### src/common/tamr_consts.svh
`ifndef TAMR_CONSTS_SVH
`define TAMR_CONSTS_SVH

// ----------------------------------------
// Bus geometry
// ----------------------------------------
`define TAMR_ADR_W 8
`define TAMR_IDX_W 6
`define TAMR_REG_W 16
`define TAMR_RES_W 10

// ----------------------------------------
// Register indexes (byte address = 4 * index)
// ----------------------------------------
`define TAMR_IDX_PANEL 6'h09
`define TAMR_IDX_CONV 6'h0A
`define TAMR_IDX_RESULT 6'h0B
`define TAMR_IDX_IDENT 6'h0C
`define TAMR_IDX_MODE 6'h0D
`define TAMR_IDX_RSVD 6'h0E
`define TAMR_IDX_FILL 6'h0F

// ----------------------------------------
// Touch-panel drive fields
// ----------------------------------------
`define TAMR_GND_LSB 4
`define TAMR_GND_MSB 7
`define TAMR_OP_LSB 8
`define TAMR_OP_MSB 9
`define TAMR_BIAS 11
`define TAMR_PX_LOW 12
`define TAMR_MX_LOW 13
`define TAMR_PANEL_WMASK 16'h0BF0

// ----------------------------------------
// Converter control fields
// ----------------------------------------
`define TAMR_SYNC 0
`define TAMR_REFOUT 1
`define TAMR_SEL_LSB 2
`define TAMR_SEL_MSB 4
`define TAMR_EXTREF 5
`define TAMR_START 7
`define TAMR_POWER 15
`define TAMR_CONV_WMASK 16'h80BF

// ----------------------------------------
// Result and identification fields
// ----------------------------------------
`define TAMR_RES_LSB 5
`define TAMR_RES_MSB 14
`define TAMR_DONE 15
`define TAMR_REV_LSB 0
`define TAMR_REV_MSB 5
`define TAMR_PART_LSB 6
`define TAMR_PART_MSB 11
`define TAMR_MAKER_LSB 12
`define TAMR_MAKER_MSB 15

// ----------------------------------------
// Test and format fields
// ----------------------------------------
`define TAMR_AUDIO_ANALOG_TEST_ON 0
`define TAMR_LINE_TEST 1
`define TAMR_PROD_LSB 2
`define TAMR_PROD_MSB 5
`define TAMR_DYN 12
`define TAMR_OFFC 13
`define TAMR_ABE 14
`define TAMR_TBE 15
`define TAMR_MODE_WMASK 16'hF03F
`define TAMR_TEST_MASK 16'h003F

// ----------------------------------------
// Fixed values
// ----------------------------------------
`define TAMR_ZERO16 16'h0000
`define TAMR_FILL_VALUE 16'hFFFF
`define TAMR_ZERO32 32'h0000_0000

`endif

### src/common/tamr_pkg.sv
`include "tamr_consts.svh"

package tamr_pkg;

    typedef struct packed {
        logic bias_on;
        logic [1:0] operation_select;
        logic plus_y_ground;
        logic minus_y_ground;
        logic plus_x_ground;
        logic minus_x_ground;
    } tamr_panel_t;

    typedef struct packed {
        logic converter_power_on;
        logic external_reference_on;
        logic [2:0] input_select;
        logic reference_out_connect;
        logic converter_sync_on;
    } tamr_conv_t;

    typedef struct packed {
        logic line_big_endian;
        logic audio_big_endian;
        logic audio_offset_cancel_on;
        logic dynamic_valid_flag_on;
        logic [3:0] production_test_select;
        logic line_analog_test_on;
        logic audio_analog_test_on;
    } tamr_mode_t;

    typedef enum logic [2:0] {
        TAMR_OP_INTERRUPT = 3'h1,
        TAMR_OP_PRESSURE = 3'h2,
        TAMR_OP_POSITION = 3'h4
    } tamr_panel_op_t;

    typedef enum logic [2:0] {
        TAMR_SEQ_IDLE = 3'h1,
        TAMR_SEQ_BUSY = 3'h2,
        TAMR_SEQ_DONE = 3'h4
    } tamr_seq_state_t;

endpackage

### src/hdl/tamr_conv_seq.sv
`timescale 1ns/100ps
`include "tamr_consts.svh"

module tamr_conv_seq (
    input wire logic clk_i,
    input wire logic rst_i,
    input wire logic ce_i,
    input wire logic start_i,
    input wire logic power_i,
    input wire logic conv_end_i,
    input wire logic [`TAMR_RES_W-1:0] conv_result_i,
    output logic conv_start_o,
    output logic busy_o,
    output logic done_o,
    output logic [`TAMR_RES_W-1:0] result_o
);

    tamr_pkg::tamr_seq_state_t state_reg;
    logic [`TAMR_RES_W-1:0] result_reg;
    logic start_reg;

    // ----------------------------------------
    // Sequence state
    // ----------------------------------------
    // busy falls back to idle on power-down; done holds
    always_ff @(posedge clk_i) begin
        if (rst_i) begin
            state_reg <= tamr_pkg::TAMR_SEQ_IDLE;
        end else if (ce_i) begin
            case (state_reg)
                tamr_pkg::TAMR_SEQ_IDLE,
                tamr_pkg::TAMR_SEQ_DONE: begin
                    if (start_i && power_i) begin
                        state_reg <= tamr_pkg::TAMR_SEQ_BUSY;
                    end
                end
                tamr_pkg::TAMR_SEQ_BUSY: begin
                    if (!power_i) begin
                        state_reg <= tamr_pkg::TAMR_SEQ_IDLE;
                    end else if (conv_end_i) begin
                        state_reg <= tamr_pkg::TAMR_SEQ_DONE;
                    end
                end
                default: begin
                    state_reg <= tamr_pkg::TAMR_SEQ_IDLE;
                end
            endcase
        end
    end

    // ----------------------------------------
    // Launch pulse and result capture
    // ----------------------------------------
    always_ff @(posedge clk_i) begin
        if (rst_i) begin
            start_reg <= 1'b0;
        end else if (ce_i) begin
            start_reg <= start_i && power_i &&
                         (state_reg != tamr_pkg::TAMR_SEQ_BUSY);
        end
    end

    always_ff @(posedge clk_i) begin
        if (rst_i) begin
            result_reg <= {`TAMR_RES_W{1'b0}};
        end else if (ce_i && power_i && conv_end_i &&
                     state_reg == tamr_pkg::TAMR_SEQ_BUSY) begin
            result_reg <= conv_result_i;
        end
    end

    assign conv_start_o = start_reg;
    assign busy_o = (state_reg == tamr_pkg::TAMR_SEQ_BUSY);
    assign done_o = (state_reg == tamr_pkg::TAMR_SEQ_DONE);
    assign result_o = result_reg;
endmodule // tamr_conv_seq

### src/hdl/tamr_regs.sv
// The Wishbone register port was decided locally.
`timescale 1ns/100ps
`include "tamr_consts.svh"

module tamr_regs #(
    // Arbitrary identification values
    parameter logic [5:0] REVISION_CODE = 6'h2A,
    parameter logic [5:0] PART_CODE = 6'h15,
    parameter logic [3:0] MAKER_CODE = 4'hA
) (
    input wire logic clk_i,
    input wire logic rst_i,
    input wire logic ce_i,
    input wire logic wb_cyc_i,
    input wire logic wb_stb_i,
    input wire logic wb_we_i,
    input wire logic [`TAMR_ADR_W-1:0] wb_adr_i,
    input wire logic [3:0] wb_sel_i,
    input wire logic [31:0] wb_dat_i,
    output logic [31:0] wb_dat_o,
    output logic wb_ack_o,
    input wire logic plus_x_electrode_i,
    input wire logic minus_x_electrode_i,
    input wire logic test_enable_i,
    input wire logic conv_end_i,
    input wire logic [`TAMR_RES_W-1:0] conv_result_i,
    output logic conv_start_o,
    output logic conv_busy_o,
    output logic conv_aux_sel_o,
    output logic reference_drive_o,
    output tamr_pkg::tamr_panel_t panel_o,
    output tamr_pkg::tamr_panel_op_t panel_op_o,
    output tamr_pkg::tamr_conv_t conv_ctrl_o,
    output tamr_pkg::tamr_mode_t mode_o
);

    logic ack_reg;
    logic [31:0] dat_reg;
    logic [`TAMR_REG_W-1:0] panel_reg;
    logic [`TAMR_REG_W-1:0] conv_reg;
    logic [`TAMR_REG_W-1:0] mode_reg;
    logic [`TAMR_REG_W-1:0] rd_next;
    logic [`TAMR_REG_W-1:0] mode_mask;
    logic [`TAMR_IDX_W-1:0] idx;
    logic req;
    logic wr;
    logic start_pulse;
    logic conv_done;
    logic [`TAMR_RES_W-1:0] conv_result;

    // ----------------------------------------
    // Helpers
    // ----------------------------------------
    function automatic logic [`TAMR_REG_W-1:0] merge(
        input logic [`TAMR_REG_W-1:0] old_val,
        input logic [`TAMR_REG_W-1:0] new_val,
        input logic [1:0] sel,
        input logic [`TAMR_REG_W-1:0] mask
    );
        logic [`TAMR_REG_W-1:0] lanes;
        lanes = {{8{sel[1]}}, {8{sel[0]}}} & mask;
        return (old_val & ~lanes) | (new_val & lanes);
    endfunction

    function automatic logic wr_hit(
        input logic [`TAMR_IDX_W-1:0] want
    );
        return wr && (idx == want);
    endfunction

    // ----------------------------------------
    // Bus slave
    // ----------------------------------------
    assign idx = wb_adr_i[`TAMR_ADR_W-1:2];
    assign req = wb_cyc_i && wb_stb_i && !ack_reg;
    assign wr = req && wb_we_i;

    always_ff @(posedge clk_i) begin
        if (rst_i) begin
            ack_reg <= 1'b0;
        end else if (ce_i) begin
            ack_reg <= req;
        end
    end

    always_ff @(posedge clk_i) begin
        if (rst_i) begin
            dat_reg <= `TAMR_ZERO32;
        end else if (ce_i && req) begin
            dat_reg <= {`TAMR_ZERO16, rd_next};
        end
    end

    assign wb_ack_o = ack_reg;
    assign wb_dat_o = dat_reg;

    // ----------------------------------------
    // Read mux
    // ----------------------------------------
    always_comb begin
        rd_next = `TAMR_ZERO16;
        case (idx)
            `TAMR_IDX_PANEL: begin
                rd_next = panel_reg & `TAMR_PANEL_WMASK;
                rd_next[`TAMR_PX_LOW] = !plus_x_electrode_i;
                rd_next[`TAMR_MX_LOW] = !minus_x_electrode_i;
            end
            `TAMR_IDX_CONV: begin
                rd_next = conv_reg;
            end
            `TAMR_IDX_RESULT: begin
                rd_next[`TAMR_RES_MSB:`TAMR_RES_LSB] = conv_result;
                rd_next[`TAMR_DONE] = conv_done;
            end
            `TAMR_IDX_IDENT: begin
                rd_next[`TAMR_REV_MSB:`TAMR_REV_LSB] = REVISION_CODE;
                rd_next[`TAMR_PART_MSB:`TAMR_PART_LSB] = PART_CODE;
                rd_next[`TAMR_MAKER_MSB:`TAMR_MAKER_LSB] = MAKER_CODE;
            end
            `TAMR_IDX_MODE: begin
                rd_next = mode_reg;
            end
            `TAMR_IDX_FILL: begin
                rd_next = `TAMR_FILL_VALUE;
            end
            default: begin
                rd_next = `TAMR_ZERO16;
            end
        endcase
    end

    // ----------------------------------------
    // Touch-panel drive register
    // ----------------------------------------
    // ground bits, reset zero
    always_ff @(posedge clk_i) begin
        if (rst_i) begin
            panel_reg <= `TAMR_ZERO16;
        end else if (ce_i && wr_hit(`TAMR_IDX_PANEL)) begin
            panel_reg <= merge(panel_reg, wb_dat_i[15:0], wb_sel_i[1:0],
                               `TAMR_PANEL_WMASK);
        end
    end

    assign panel_o = '{
        bias_on: panel_reg[`TAMR_BIAS],
        operation_select: panel_reg[`TAMR_OP_MSB:`TAMR_OP_LSB],
        plus_y_ground: panel_reg[`TAMR_GND_MSB],
        minus_y_ground: panel_reg[`TAMR_GND_LSB + 2],
        plus_x_ground: panel_reg[`TAMR_GND_LSB + 1],
        minus_x_ground: panel_reg[`TAMR_GND_LSB]
    };

    always_comb begin
        if (panel_reg[`TAMR_OP_MSB]) begin
            panel_op_o = tamr_pkg::TAMR_OP_POSITION;
        end else if (panel_reg[`TAMR_OP_LSB]) begin
            panel_op_o = tamr_pkg::TAMR_OP_PRESSURE;
        end else begin
            panel_op_o = tamr_pkg::TAMR_OP_INTERRUPT;
        end
    end

    // ----------------------------------------
    // Converter control register
    // ----------------------------------------
    // sync mode bit
    always_ff @(posedge clk_i) begin
        if (rst_i) begin
            conv_reg <= `TAMR_ZERO16;
        end else if (ce_i && wr_hit(`TAMR_IDX_CONV)) begin
            conv_reg <= merge(conv_reg, wb_dat_i[15:0], wb_sel_i[1:0],
                              `TAMR_CONV_WMASK);
        end
    end

    // launch only on a zero-to-one write
    assign start_pulse = wr_hit(`TAMR_IDX_CONV) && wb_sel_i[0] &&
                         wb_dat_i[`TAMR_START] && !conv_reg[`TAMR_START];

    assign conv_ctrl_o = '{
        converter_power_on: conv_reg[`TAMR_POWER],
        external_reference_on: conv_reg[`TAMR_EXTREF],
        input_select: conv_reg[`TAMR_SEL_MSB:`TAMR_SEL_LSB],
        reference_out_connect: conv_reg[`TAMR_REFOUT],
        converter_sync_on: conv_reg[`TAMR_SYNC]
    };

    // upper selector bit picks auxiliary inputs
    assign conv_aux_sel_o = conv_reg[`TAMR_SEL_MSB];

    // never drive the pin against an external reference
    assign reference_drive_o = conv_reg[`TAMR_REFOUT] &&
                               !conv_reg[`TAMR_EXTREF];

    tamr_conv_seq u_seq (
        .clk_i(clk_i),
        .rst_i(rst_i),
        .ce_i(ce_i),
        .start_i(start_pulse),
        .power_i(conv_reg[`TAMR_POWER]),
        .conv_end_i(conv_end_i),
        .conv_result_i(conv_result_i),
        .conv_start_o(conv_start_o),
        .busy_o(conv_busy_o),
        .done_o(conv_done),
        .result_o(conv_result)
    );

    // ----------------------------------------
    // Test and format register
    // ----------------------------------------
    // test bits locked without the enable pin
    assign mode_mask = test_enable_i ? `TAMR_MODE_WMASK :
                       (`TAMR_MODE_WMASK & ~`TAMR_TEST_MASK);

    always_ff @(posedge clk_i) begin
        if (rst_i) begin
            mode_reg <= `TAMR_ZERO16;
        end else if (ce_i && wr_hit(`TAMR_IDX_MODE)) begin
            mode_reg <= merge(mode_reg, wb_dat_i[15:0], wb_sel_i[1:0],
                              mode_mask);
        end
    end

    assign mode_o = '{
        line_big_endian: mode_reg[`TAMR_TBE],
        audio_big_endian: mode_reg[`TAMR_ABE],
        audio_offset_cancel_on: mode_reg[`TAMR_OFFC],
        dynamic_valid_flag_on: mode_reg[`TAMR_DYN],
        production_test_select: mode_reg[`TAMR_PROD_MSB:`TAMR_PROD_LSB],
        line_analog_test_on: mode_reg[`TAMR_LINE_TEST],
        audio_analog_test_on: mode_reg[`TAMR_AUDIO_ANALOG_TEST_ON]
    };
endmodule // tamr_regs

### config.mk
export PLATFORM = sky130hd
export DESIGN_NAME = tamr_regs
export DESIGN_NICKNAME = d
export VERILOG_FILES = /design/src/common/tamr_pkg.sv /design/src/hdl/tamr_conv_seq.sv /design/src/hdl/tamr_regs.sv
export VERILOG_INCLUDE_DIRS = /design/src /design/src/common
export SDC_FILE = /design/constraint.sdc
export NUM_CORES = 1
export LEC_CHECK = 0
export ABC_AREA = 0
export BUFFER_PORTS_ARGS = -buffer_cell sky130_fd_sc_hd__buf_2
export CAP_MARGIN = 20
export CORE_ASPECT_RATIO = 0.9
export CORE_MARGIN = 2
export CORE_UTILIZATION = 30
export CTS_CLUSTER_DIAMETER = 80
export DETAILED_ROUTE_END_ITERATION = 10
export HOLD_SLACK_MARGIN = 0.03
export PLACE_DENSITY = 0.61
export SETUP_SLACK_MARGIN = 0.15
export SYNTH_ARGS = -nofsm -noshare
export SYNTH_HDL_FRONTEND = slang
export SYNTH_SLANG_ARGS = --single-unit
### constraint.sdc
create_clock -name clk_i -period 3.2 [get_ports clk_i]
set_input_delay 0 -clock clk_i [delete_from_list [all_inputs] [get_ports clk_i]]
set_output_delay 0 -clock clk_i [all_outputs]
set_load 0.01 [all_outputs]
==> flow_summary.json <==
{
  "arrival_ns": 2.16,
  "run_status": "finished clean",
  "numCtsBuffers": 5,
  "synth-seq-cells": 56,
  "grt_max_degree": 65,
  "grt.total_usage_pct": 14.5,
  "yosysWarnings": 0,
  "ys_types": 45,
  "firstDrtPassIters": 4,
  "worstPathMaxFanout": 10,
  "use_met1_pct": 20.5,
  "io_buffers": 90,
  "p_leak_nw": 1.59,
  "io_pins": 128,
  "detail_route.iter0.violations": 136,
  "clock_tree.buffer_depth": 2,
  "crit_type": "in -> reg",
  "final_util_pct": 38.9,
  "hold_class": "in -> reg",
  "yosysSeqAreaShare_pct": 38.2,
  "grt_use_met2_pct": 22.8,
  "cts-root-buf": "clkbuf_8",
  "async_flop_share_pct": 0,
  "reg2reg_slack_ns": 1.29,
  "clock_sinks": 56,
  "cp_data_required_time_ns": 3.43,
  "setup_viol": 0,
  "cts_tree": "built",
  "busiest_layer": "met2",
  "synth_area_leaders": "dfxtp_1 38%, mux2i_1 12%, nand2b_1 8.1%",
  "drc": 0,
  "drt-wirelength-per-cell_um": 14.0,
  "synthMostInstantiatedCell": "dfxtp_1",
  "clkTransAtPathRegs_ns": 0.10,
  "ys.flop_type": "dfxtp_1",
  "hold_viol": 0,
  "area_delta_synth_final_pct": 27.3,
  "power.density_mw_per_mm2": 349,
  "fin_setup_tns_ns": 0,
  "htreeDepth": 2,
  "synth_top_area_share_pct": 38.2,
  "synth_common_cells": "56 x dfxtp_1, 38 x nand2b_1, 36 x mux2i_1, 32 x nor2_1",
  "n_antenna_cell": 0,
  "gp_congestion": 0.883,
  "synth_cells": 336,
  "die_x_um": 108,
  "vias_per_cell": 4.79,
  "syn_area_mm2": 0.00294,
  "final_cells": 562,
  "fill_cells": 1024,
  "drv_cap": 0,
  "maxSlewViolCount": 0,
  "clock_latency_ns": 0.30,
  "worstSetupStartpointType": "primary input",
  "grt_use_met3_pct": 3.27,
  "fmax_mhz": 520,
  "fp.dieH_um": 97.9,
  "synth_area_leader_cell": "dfxtp_1",
  "antenna_found_initial": 0,
  "post-route-period-util_pct": 60.1,
  "dp.cells": 528,
  "core_mm2": 0.00961,
  "grt_setup_unrepaired": "no",
  "drive_above_1_share_pct": 24.3,
  "start_util_pct": 30.6,
  "first_global_vias": 2411,
  "fin_skew_ns": 0.00759,
  "critPathCaptureType": "flop",
  "nets": 499,
  "grt-ovfl-total": 0,
  "vias": 2694,
  "synth_edf_count": 0,
  "worst_pin_slew_ns": 0.745,
  "dieArea_mm2": 0.0106,
  "syn_avg_cell_area_um2": 8.74,
  "peakVddDrop_v": 0.000184,
  "ant_nets": 0,
  "rows": 34,
  "routed_wl_um": 7880,
  "finalCriticalPeriod_ns": 1.92,
  "grt_first_pass_wirelength_um": 12300,
  "hpwl_um": 5880,
  "hold_ws_ns": 0.0631,
  "power_mw": 1.30,
  "max_slew_margin_pct": 49.9
}
critical path, stage by stage:
cell	delay (ns)
dlygate4sd3_1	0.53
buf_2	0.18
and4b_1	0.48
o311ai_1	0.30
or4_1	0.58
o211ai_1	0.09
cell type report:
type                            instances  area (µm²)  share of cell area [%]
Multi-Input combinational cell        248        1600                    42.8
Sequential cell                        56        1120                    30.0
Timing Repair Buffer                  119         733                    19.6
Tap cell                              126         158                    4.22
Clock buffer                            6        72.6                    1.94
Clock inverter                          2        35.0                   0.937
Inverter                                5        18.8                   0.502
path summary, 6_finish.rpt:
path,start,to,cells past startpoint
setup reg to reg,wb_ack_o,wb_dat_o[15],4
hold reg to reg,wb_dat_o[12],wb_dat_o[12],2
hold / removal,conv_end_i,u_seq.state_reg[1],4
setup / recovery,ce_i,wb_dat_o[15],6
stage by stage:
step	area [µm²]	setup slack, ns
4_1_cts	3740	1.30
3_5_place_dp	3370	1.29
6_report	3740	1.28
5_1_grt	3740	1.14
3_3_place_gp	3370	1.30
2_1_floorplan	2990	1.57
where the power goes:
part	switching (mW)	internal (mW)	leakage [nW]	total, mW
clock network	0.220	0.233	0.0552	0.453
logic	0.0836	0.0683	1.08	0.152
registers	0.000821	0.697	0.451	0.698
cell usage in the layout, fill, tap and decap left out, drive strengths merged, types with 3 or more instances in the layout:
cell type     n
clkbuf        6
or4           6
or3           3
nand3b        3
nor2b         7
inv           5
nor2         32
a22o          9
buf          93
a21oi        24
conb         16
dlygate4sd3  26
nor3b         4
o21ai        14
nand2b       38
nand3         3
mux2i        36
nor4          4
nand2        22
dfxtp        56
metal layers:
layer | up-vias | routed length [µm]
met5 | - | 0
met4 | 0 | 64
met3 | 7 | 490
met2 | 92 | 3460
met1 | 1259 | 3860
li1 | 1336 | -
what timing repair did:
item / CTS / global route
endpoints found under the setup margin: 0 / 0
setup buffers: 0 / 0
hold endpoints to repair: 36 / 0
hold buffers: 26 / 0
gates resized for setup: 0 / 0
cells by family after synthesis:
| logic type | count (synthesis) | synth area share [%] |
|---|---|---|
| other | 1 | 0.128 |
| AND/OR/NAND/NOR | 135 | 27.0 |
| XOR/XNOR | 1 | 0.298 |
| AO/OA/AOI/OAI | 60 | 12.9 |
| multiplexers | 36 | 12.3 |
| buffers and inverters | 47 | 9.28 |
| flip-flops | 56 | 38.2 |
No activity file was read; power rests on OpenSTA's default activity.
